===== config.mk =====
export PLATFORM = sky130hd
export DESIGN_NAME = pwm_output_mode_steering
export DESIGN_NICKNAME = d
export VERILOG_FILES = /design/src/pwm_steer_pkg.sv /design/src/pwm_output_mode_steering.sv /design/src/pwm_dead_band.sv
export VERILOG_INCLUDE_DIRS = /design/src
export SDC_FILE = /design/constraint.sdc
export NUM_CORES = 1
export LEC_CHECK = 0
export BUFFER_PORTS_ARGS = -buffer_cell sky130_fd_sc_hd__clkbuf_2
export CAP_MARGIN = 25
export CORE_MARGIN = 2
export CORE_UTILIZATION = 52
export DETAILED_ROUTE_END_ITERATION = 8
export GPL_TIMING_DRIVEN = 0
export HOLD_SLACK_MARGIN = 0.03
export PLACE_DENSITY_LB_ADDON = 0.08
export REMOVE_ABC_BUFFERS = 1
export SKIP_LAST_GASP = 1
export SYNTH_ARGS = -nofsm -noshare
export SYNTH_HDL_FRONTEND = slang
export SYNTH_HIERARCHICAL = 1
export SYNTH_SLANG_ARGS = --single-unit

===== constraint.sdc =====
create_clock -name mclk_in -period 3.6 [get_ports mclk_in]
set_clock_uncertainty 0.1 [all_clocks]
set_input_delay 1.08 -clock mclk_in [delete_from_list [all_inputs] [get_ports mclk_in]]
set_output_delay 1.08 -clock mclk_in [all_outputs]
set_load 0.01 [all_outputs]

===== src/pwm_steer_cfg.svh =====
// Constants for the PWM output steering stage: mode codes, output indices, dead-band width.
// Assumes inclusion by the package and the design modules only.
`ifndef PWM_STEER_CFG_SVH
`define PWM_STEER_CFG_SVH
`define MODE_W          4
`define MODE_SINGLE     4'h0
`define MODE_COMP       4'h1
`define MODE_PUSHPULL   4'h2
`define MODE_PP_COMP    4'h3
`define MODE_SIXSTEP    4'h4
`define OUT_A           0
`define OUT_B           1
`define OUT_C           2
`define OUT_D           3
`define OUT_E           4
`define OUT_F           5
`define NUM_OUTS        6
`define DB_W            8
`define DB_ZERO         8'h00
`define DB_ONE          8'h01
`define PRI_ROUTE_MASK  6'h15
`define CMP_ROUTE_MASK  6'h1a
`endif


===== src/pwm_steer_pkg.sv =====
// Types shared by the PWM output steering stage.
// Assumes the cfg header supplies the numeric constants.
`include "pwm_steer_cfg.svh"
package pwm_steer_pkg;
  typedef enum logic [1:0] {DB_IDLE, DB_RISE, DB_FALL} db_state_t;
endpackage


===== src/pwm_output_mode_steering.sv =====
// Output stage of the PWM controller: modes, steering, dead band, polarity and enables.
// Assumes period, rising and falling events arrive as one-cycle strobes on mclk_in.
`include "pwm_steer_cfg.svh"
module pwm_output_mode_steering
  import pwm_steer_pkg::*;
#(
  parameter int NUM_OUTS = `NUM_OUTS,
  parameter int DB_W     = `DB_W
) (
  // Clock and reset
  input  wire logic                mclk_in,
  input  wire logic                rst_n_in,
  // Module control
  input  wire logic                module_enable_in,
  input  wire logic [`MODE_W-1:0]  mode_in,
  input  wire logic                db_rise_en_in,
  input  wire logic                db_fall_en_in,
  input  wire logic [DB_W-1:0]     db_rise_time_in,
  input  wire logic [DB_W-1:0]     db_fall_time_in,
  // Output configuration
  input  wire logic [NUM_OUTS-1:0] output_steer_bit_in,
  input  wire logic [NUM_OUTS-1:0] output_polarity_reg_in,
  input  wire logic [NUM_OUTS-1:0] output_enable_reg_in,
  // Events
  input  wire logic                period_evt_in,
  input  wire logic                rise_evt_in,
  input  wire logic                fall_evt_in,
  // Pins
  output logic                     pwm_out_a,
  output logic                     pwm_out_b,
  output logic                     pwm_out_c,
  output logic                     pwm_out_d,
  output logic                     pwm_out_e,
  output logic                     pwm_out_f,
  output logic [NUM_OUTS-1:0]      pin_own_out,
  // Status
  output logic                     odd_period_out
);
  logic                enable_d;
  logic                odd;
  logic                pri;
  logic                cmp;
  logic                pri_on;
  logic                cmp_on;
  logic                db_rise_use;
  logic                db_fall_use;
  logic [NUM_OUTS-1:0] active;
  logic [NUM_OUTS-1:0] next_pins;
  logic [NUM_OUTS-1:0] pins;

  function automatic logic steer_mode(input logic [`MODE_W-1:0] m);
    return (m == `MODE_SINGLE) || (m == `MODE_COMP) || (m == `MODE_SIXSTEP);
  endfunction

  function automatic logic db_mode(input logic [`MODE_W-1:0] m);
    return (m == `MODE_COMP) || (m == `MODE_PP_COMP);
  endfunction

  // Only modes with dead band may use it
  assign db_rise_use = db_rise_en_in && db_mode(mode_in);
  assign db_fall_use = db_fall_en_in && db_mode(mode_in);

  pwm_dead_band #(.DB_W(DB_W)) u_db (
    .mclk_in      (mclk_in),
    .rst_n_in     (rst_n_in),
    .rise_in      (rise_evt_in),
    .fall_in      (fall_evt_in),
    .rise_en_in   (db_rise_use),
    .fall_en_in   (db_fall_use),
    .rise_time_in (db_rise_time_in),
    .fall_time_in (db_fall_time_in),
    .enable_in    (module_enable_in),
    .pri_on_out   (pri_on),
    .cmp_on_out   (cmp_on)
  );

  always_ff @(posedge mclk_in or negedge rst_n_in) begin
    if (!rst_n_in)
      enable_d <= 1'b0;
    else
      enable_d <= module_enable_in;
  end

  // Parity starts even at enable; the first period event begins an odd period
  always_ff @(posedge mclk_in or negedge rst_n_in) begin
    if (!rst_n_in)
      odd <= 1'b0;
    else if (module_enable_in && !enable_d)
      odd <= 1'b0;
    else if (module_enable_in && period_evt_in)
      odd <= ~odd;
  end
  assign odd_period_out = odd;

  // Primary: off at fall, on after rising band; complement the mirror
  always_ff @(posedge mclk_in or negedge rst_n_in) begin
    if (!rst_n_in) begin
      pri <= 1'b0;
      cmp <= 1'b0;
    end else if (!module_enable_in) begin
      pri <= 1'b0;
      cmp <= 1'b0;
    end else begin
      if (fall_evt_in)
        pri <= 1'b0;
      else if (pri_on)
        pri <= 1'b1;
      if (rise_evt_in)
        cmp <= 1'b0;
      else if (cmp_on)
        cmp <= 1'b1;
    end
  end

  // Steering in steering modes; fixed routing elsewhere
  always_comb begin
    active = '0;
    unique case (mode_in)
      `MODE_SINGLE, `MODE_SIXSTEP: begin
        active = {NUM_OUTS{pri}} & output_steer_bit_in;
      end
      `MODE_COMP: begin
        active = ({NUM_OUTS{pri}} & output_steer_bit_in & NUM_OUTS'(`PRI_ROUTE_MASK))
               | ({NUM_OUTS{cmp}} & output_steer_bit_in & NUM_OUTS'(`CMP_ROUTE_MASK));
      end
      `MODE_PUSHPULL: begin
        active[`OUT_A] = pri && odd;
        active[`OUT_B] = pri && !odd;
      end
      `MODE_PP_COMP: begin
        active[`OUT_A] = pri && odd;
        active[`OUT_E] = cmp && odd;
        active[`OUT_B] = pri && !odd;
        active[`OUT_F] = cmp && !odd;
      end
      default: active = '0;
    endcase
  end

  // Inactive is low before polarity; polarity inverts each output alone
  assign next_pins = active ^ output_polarity_reg_in;

  always_ff @(posedge mclk_in or negedge rst_n_in) begin
    if (!rst_n_in)
      pins <= '0;
    else
      pins <= next_pins;
  end

  // Released pins read low here; the port mux ignores them
  always_ff @(posedge mclk_in or negedge rst_n_in) begin
    if (!rst_n_in)
      pin_own_out <= '0;
    else
      pin_own_out <= output_enable_reg_in;
  end

  assign pwm_out_a = pins[`OUT_A] & pin_own_out[`OUT_A];
  assign pwm_out_b = pins[`OUT_B] & pin_own_out[`OUT_B];
  assign pwm_out_c = pins[`OUT_C] & pin_own_out[`OUT_C];
  assign pwm_out_d = pins[`OUT_D] & pin_own_out[`OUT_D];
  assign pwm_out_e = pins[`OUT_E] & pin_own_out[`OUT_E];
  assign pwm_out_f = pins[`OUT_F] & pin_own_out[`OUT_F];

  // Unsteered output must sit at its inactive level, polarity included
  a_unsteered_idle: assert property (@(posedge mclk_in) disable iff (!rst_n_in)
    (mode_in == `MODE_SINGLE && !output_steer_bit_in[`OUT_C])
    |=> (pins[`OUT_C] == $past(output_polarity_reg_in[`OUT_C])))
    else $error("unsteered output not inactive");
  a_single_rise: assert property (@(posedge mclk_in) disable iff (!rst_n_in)
    (module_enable_in && mode_in == `MODE_SINGLE && rise_evt_in && !fall_evt_in)
    |=> ##1 (pins == ($past(output_steer_bit_in, 2) ^ $past(output_polarity_reg_in))))
    else $error("single mode rising edge not applied");
  a_single_fall: assert property (@(posedge mclk_in) disable iff (!rst_n_in)
    (module_enable_in && mode_in == `MODE_SINGLE && fall_evt_in && $stable(mode_in))
    |=> ##1 (pins == $past(output_polarity_reg_in)))
    else $error("single mode falling edge not applied");
  a_pp_only_ab: assert property (@(posedge mclk_in) disable iff (!rst_n_in)
    (mode_in == `MODE_PUSHPULL) |-> (active[`OUT_C] == 1'b0 && active[`OUT_F:`OUT_D] == 3'h0))
    else $error("push-pull drove a fixed-off output");
  a_pp_alternate: assert property (@(posedge mclk_in) disable iff (!rst_n_in)
    (mode_in == `MODE_PUSHPULL) |-> !(active[`OUT_A] && active[`OUT_B]))
    else $error("push-pull drove both phases");
  a_comp_no_overlap: assert property (@(posedge mclk_in) disable iff (!rst_n_in)
    (mode_in == `MODE_PP_COMP) |-> !(active[`OUT_A] && active[`OUT_E]) && !(active[`OUT_B] && active[`OUT_F]))
    else $error("primary and complement overlap");
  a_parity_toggle: assert property (@(posedge mclk_in) disable iff (!rst_n_in)
    (module_enable_in && enable_d && period_evt_in) |=> (odd != $past(odd)))
    else $error("parity did not toggle");
  a_release_pin: assert property (@(posedge mclk_in) disable iff (!rst_n_in)
    !output_enable_reg_in[`OUT_A] |=> (!pin_own_out[`OUT_A] && !pwm_out_a))
    else $error("disabled pin still owned");
endmodule // pwm_output_mode_steering


===== src/pwm_dead_band.sv =====
// Dead-band delay sequencer: holds off the turn-on edge after an event.
// Assumes events are one-cycle strobes in the mclk_in domain.
`include "pwm_steer_cfg.svh"
module pwm_dead_band
  import pwm_steer_pkg::*;
#(
  parameter int DB_W = `DB_W
) (
  // Clock and reset
  input  wire logic            mclk_in,
  input  wire logic            rst_n_in,
  // Events and settings
  input  wire logic            rise_in,
  input  wire logic            fall_in,
  input  wire logic            rise_en_in,
  input  wire logic            fall_en_in,
  input  wire logic [DB_W-1:0] rise_time_in,
  input  wire logic [DB_W-1:0] fall_time_in,
  // Enable and turn-on strobes
  input  wire logic            enable_in,
  output logic                 pri_on_out,
  output logic                 cmp_on_out
);
  db_state_t       state;
  logic [DB_W-1:0] count;

  // Zero time or disabled band turns on in the event's own cycle
  always_comb begin
    pri_on_out = 1'b0;
    cmp_on_out = 1'b0;
    if (enable_in) begin
      if (rise_in && !(rise_en_in && rise_time_in != DB_W'(0)))
        pri_on_out = 1'b1;
      if (fall_in && !(fall_en_in && fall_time_in != DB_W'(0)))
        cmp_on_out = 1'b1;
      if (state == DB_RISE && count == DB_W'(1) && !fall_in)
        pri_on_out = 1'b1;
      if (state == DB_FALL && count == DB_W'(1) && !rise_in)
        cmp_on_out = 1'b1;
    end
  end

  // A new event aborts a pending band; a same-kind event in its last cycle still lets the stale turn-on fire
  always_ff @(posedge mclk_in or negedge rst_n_in) begin
    if (!rst_n_in) begin
      state <= DB_IDLE;
      count <= '0;
    end else if (!enable_in) begin
      state <= DB_IDLE;
      count <= '0;
    end else if (rise_in && rise_en_in && rise_time_in != DB_W'(0)) begin
      state <= DB_RISE;
      count <= rise_time_in;
    end else if (fall_in && fall_en_in && fall_time_in != DB_W'(0)) begin
      state <= DB_FALL;
      count <= fall_time_in;
    end else if (rise_in || fall_in) begin
      state <= DB_IDLE;
      count <= '0;
    end else if (state != DB_IDLE) begin
      count <= count - DB_W'(1);
      if (count == DB_W'(1))
        state <= DB_IDLE;
    end
  end

  // Turn-on after rising band lands exactly rise_time cycles later
  a_rise_band_delay: assert property (@(posedge mclk_in) disable iff (!rst_n_in)
    (enable_in && rise_in && !fall_in && rise_en_in && rise_time_in == DB_W'(2))
    ##1 (enable_in && !rise_in && !fall_in) [*2] |-> pri_on_out)
    else $error("rising dead band turn-on late");
  a_no_early_on: assert property (@(posedge mclk_in) disable iff (!rst_n_in)
    (enable_in && rise_in && rise_en_in && rise_time_in > DB_W'(1)) |-> !pri_on_out)
    else $error("primary turned on during dead band");
endmodule // pwm_dead_band


==> results.cfg <==
[place]
gp_congestion = 0.928
io_buffers = 58
dp_hpwl_mm = 2.92
place_ws_ps = 696

[timing]
finalMaxSlewViolations = 0
fin_hold_ws_ps = 477
rsz0062_at_grt = false
finalHoldViolations = 0
period_minus_slack_ps = 2640
fmax_mhz = 378
fin_tns_setup_ps = 0
worst_slew_pin_slew_ps = 665
final-setup-viol-count = 0
slew-limit-headroom = 0.556
fin_crit_sh = 0.734
worst_slack_ps = 956

[logic_synthesis]
synth_edf_count = 0
synthArstFlopShare = 1.00
yosysSeqAreaShare = 0.424
yosysTopAreaCellShare = 0.424
synth_area_mm2 = 0.00154
synth_seq_cells = 26
syn_avg_cell_area_um2 = 9.42
yosysMostFrequentCell = dfrtp_1
synth_cells = 163
synth_cell_types = 45
synthTopCellsByCount = dfrtp_1, nand3_1, nand2_1
synth_area_leader_cell = dfrtp_1
synthFlopType = dfrtp_1
ys_warn_count = 6
synthTopCellsByArea = dfrtp_1, nand3_1, and2_1, nand2_1, xnor2_1

[critical_path]
crit_path_max_fanout = 8
reg2reg_slack_ps = 1260
crit_start = db_rise_time_in[0]
cp.required_ps = 3740
critical-path-max-stage-delay_ps = 630
cp_cell_sequence = clkbuf_2 > or4_1 > o211ai_1 > o21ai_0 > a22oi_1
path_delay_family = compound AO/OA/AOI/OAI gates
start_kind = input port
cp_slowest_cell = or4_1
path_class = in2reg
cp.buffers_inverters = 1
critical_path_arrival_ps = 2790
end_kind = register
timing.rr.start = u_db/count[4]$_DFFE_PN0P_

[cells_and_area]
syn_to_final_growth_pct = 23.5
nets = 269
diodes = 0
final_util = 0.682
drive_above_1_share = 0.318

[grt]
overflow = 0
grt_pass1_wl_mm = 6.13
grt_pass1_vias = 1419
grt_max_degree = 27
grt.total_usage = 0.234
antenna_found_initial = 0

[cts]
cts_root_buf = clkbuf_4
cts_resized = 0
path_clk_slew_ps = 150
cts_setup_buffers = 0
worstSkewPairLatency_ps = 320
cts_tree = yes
numCtsBuffers = 3
htree_levels = 1
cts_buffer_depth = 2
ctsHoldBuffers = 0
cts_sinks = 26

[route]
drt-total-wl_mm = 3.75
num_vias = 1474
routed_via_density = 5.87
drtPass1Iterations = 4
ant_nets = 0
drc = 0
routedWlPerCell_um = 14.9
drt_iter0_drc = 46

[floorplan]
row_count = 19
core-area_mm2 = 0.00278
die_h_um = 58.3
fp.dieArea_mm2 = 0.00340
die_width_um = 58.3
pin_count = 59
start_util = 0.552

[power]
vdd_drop_max_uv = 206
power.leakage_nw = 0.922
power_density_mw_per_mm2 = 340

[outcome]
status = finished, final reports clean

[job]
cap_violations = 0

[hold_path]
hold_path_class = reg2reg
hp-start = enable_d$_DFF_PN0_
==> cell type report <==
| cell class | count | area, um^2 |
|---|---|---|
| tap | 31 | 38.8 |
| sequential | 26 | 651 |
| clock buffer | 3 | 22.5 |
| fill | 245 | 886 |
| inverter | 7 | 26.3 |
| timing repair buffer | 58 | 290 |
| multi-input combinational | 125 | 837 |
| clock inverter | 1 | 30.0 |
==> final timing paths <==
| check | to | depth (start not counted) |
|---|---|---|
| min in group asynchronous | pin_own_out[3]$_DFF_PN0_ | 1 |
| max reg2reg | cmp$_DFFE_PN0P_ | 6 |
| max | u_db/count[5]$_DFFE_PN0P_ | 5 |
| min | odd_period_out$_DFFE_PN0P_ | 2 |
| max in group asynchronous | u_db/state[1]$_DFFE_PN0P_ | 1 |
| min reg2reg | odd_period_out$_DFFE_PN0P_ | 2 |
==> placed cells by master, fill, tap and decap left out, types with 4 or more instances in the layout <==
cell type / synthesis / final
nor4_1: 5 / 5
a21oi_1: 6 / 6
nor2_1: 10 / 10
and2_1: 10 / 10
dfrtp_1: 26 / 26
xnor2_1: 5 / 5
xor2_1: 4 / 4
clkbuf_2: 1 / 58
o21ai_0: 8 / 8
and3_1: 4 / 4
inv_1: 7 / 7
nand2_1: 12 / 12
nand3_1: 13 / 13
==> report_power, final <==
part           leakage, nW  internal [W]  switching (W)
clock               0.0279      0.000112      0.0000881
combinational        0.565     0.0000575      0.0000661
sequential           0.329      0.000307      0.0000133
==> worst register-to-register path: stages, from the launching register on <==
cell and delay, ps:
dfrtp_1 470, or4_4 580, or4b_4 540, nor4b_2 260, o21a_1 130, nor2_1 30
nor3b_1 160
==> metrics by stage <==
stage	area, um^2	cells	power [W]
after global routing	1900	251	0.000677
after global placement	1840	247	0.000445
after CTS	1900	251	0.000651
after detailed placement	1840	247	0.000449
final	1900	251	0.000645
after floorplan	1510	158	0.000387
==> sequential cells by signal, summed over array words and instances (netlist names) <==
name and flops:
u_db/state 2, u_db/count 8, pri 1, enable_d 1, cmp 1, pin_own_out 6, pins 6, odd_period_out 1
==> routing by layer <==
layer	vias up	track usage	part of all wire
met5	-	0	0
met4	0	0.0831	0.0072
met3	4	0.0374	0.073
met2	61	0.385	0.49
met1	689	0.312	0.43
li1	720	-	-
==> logic make-up after synthesis <==
logic type,share of synthesized area
AND/OR/NAND/NOR,0.279
AO/OA/AOI/OAI,0.186
flip-flops,0.424
buffers and inverters,0.0310
XOR/XNOR,0.0513
multiplexers,0.0130
adder cells (fa/ha/maj),0.0163
(Power assumes the default switching activity.)
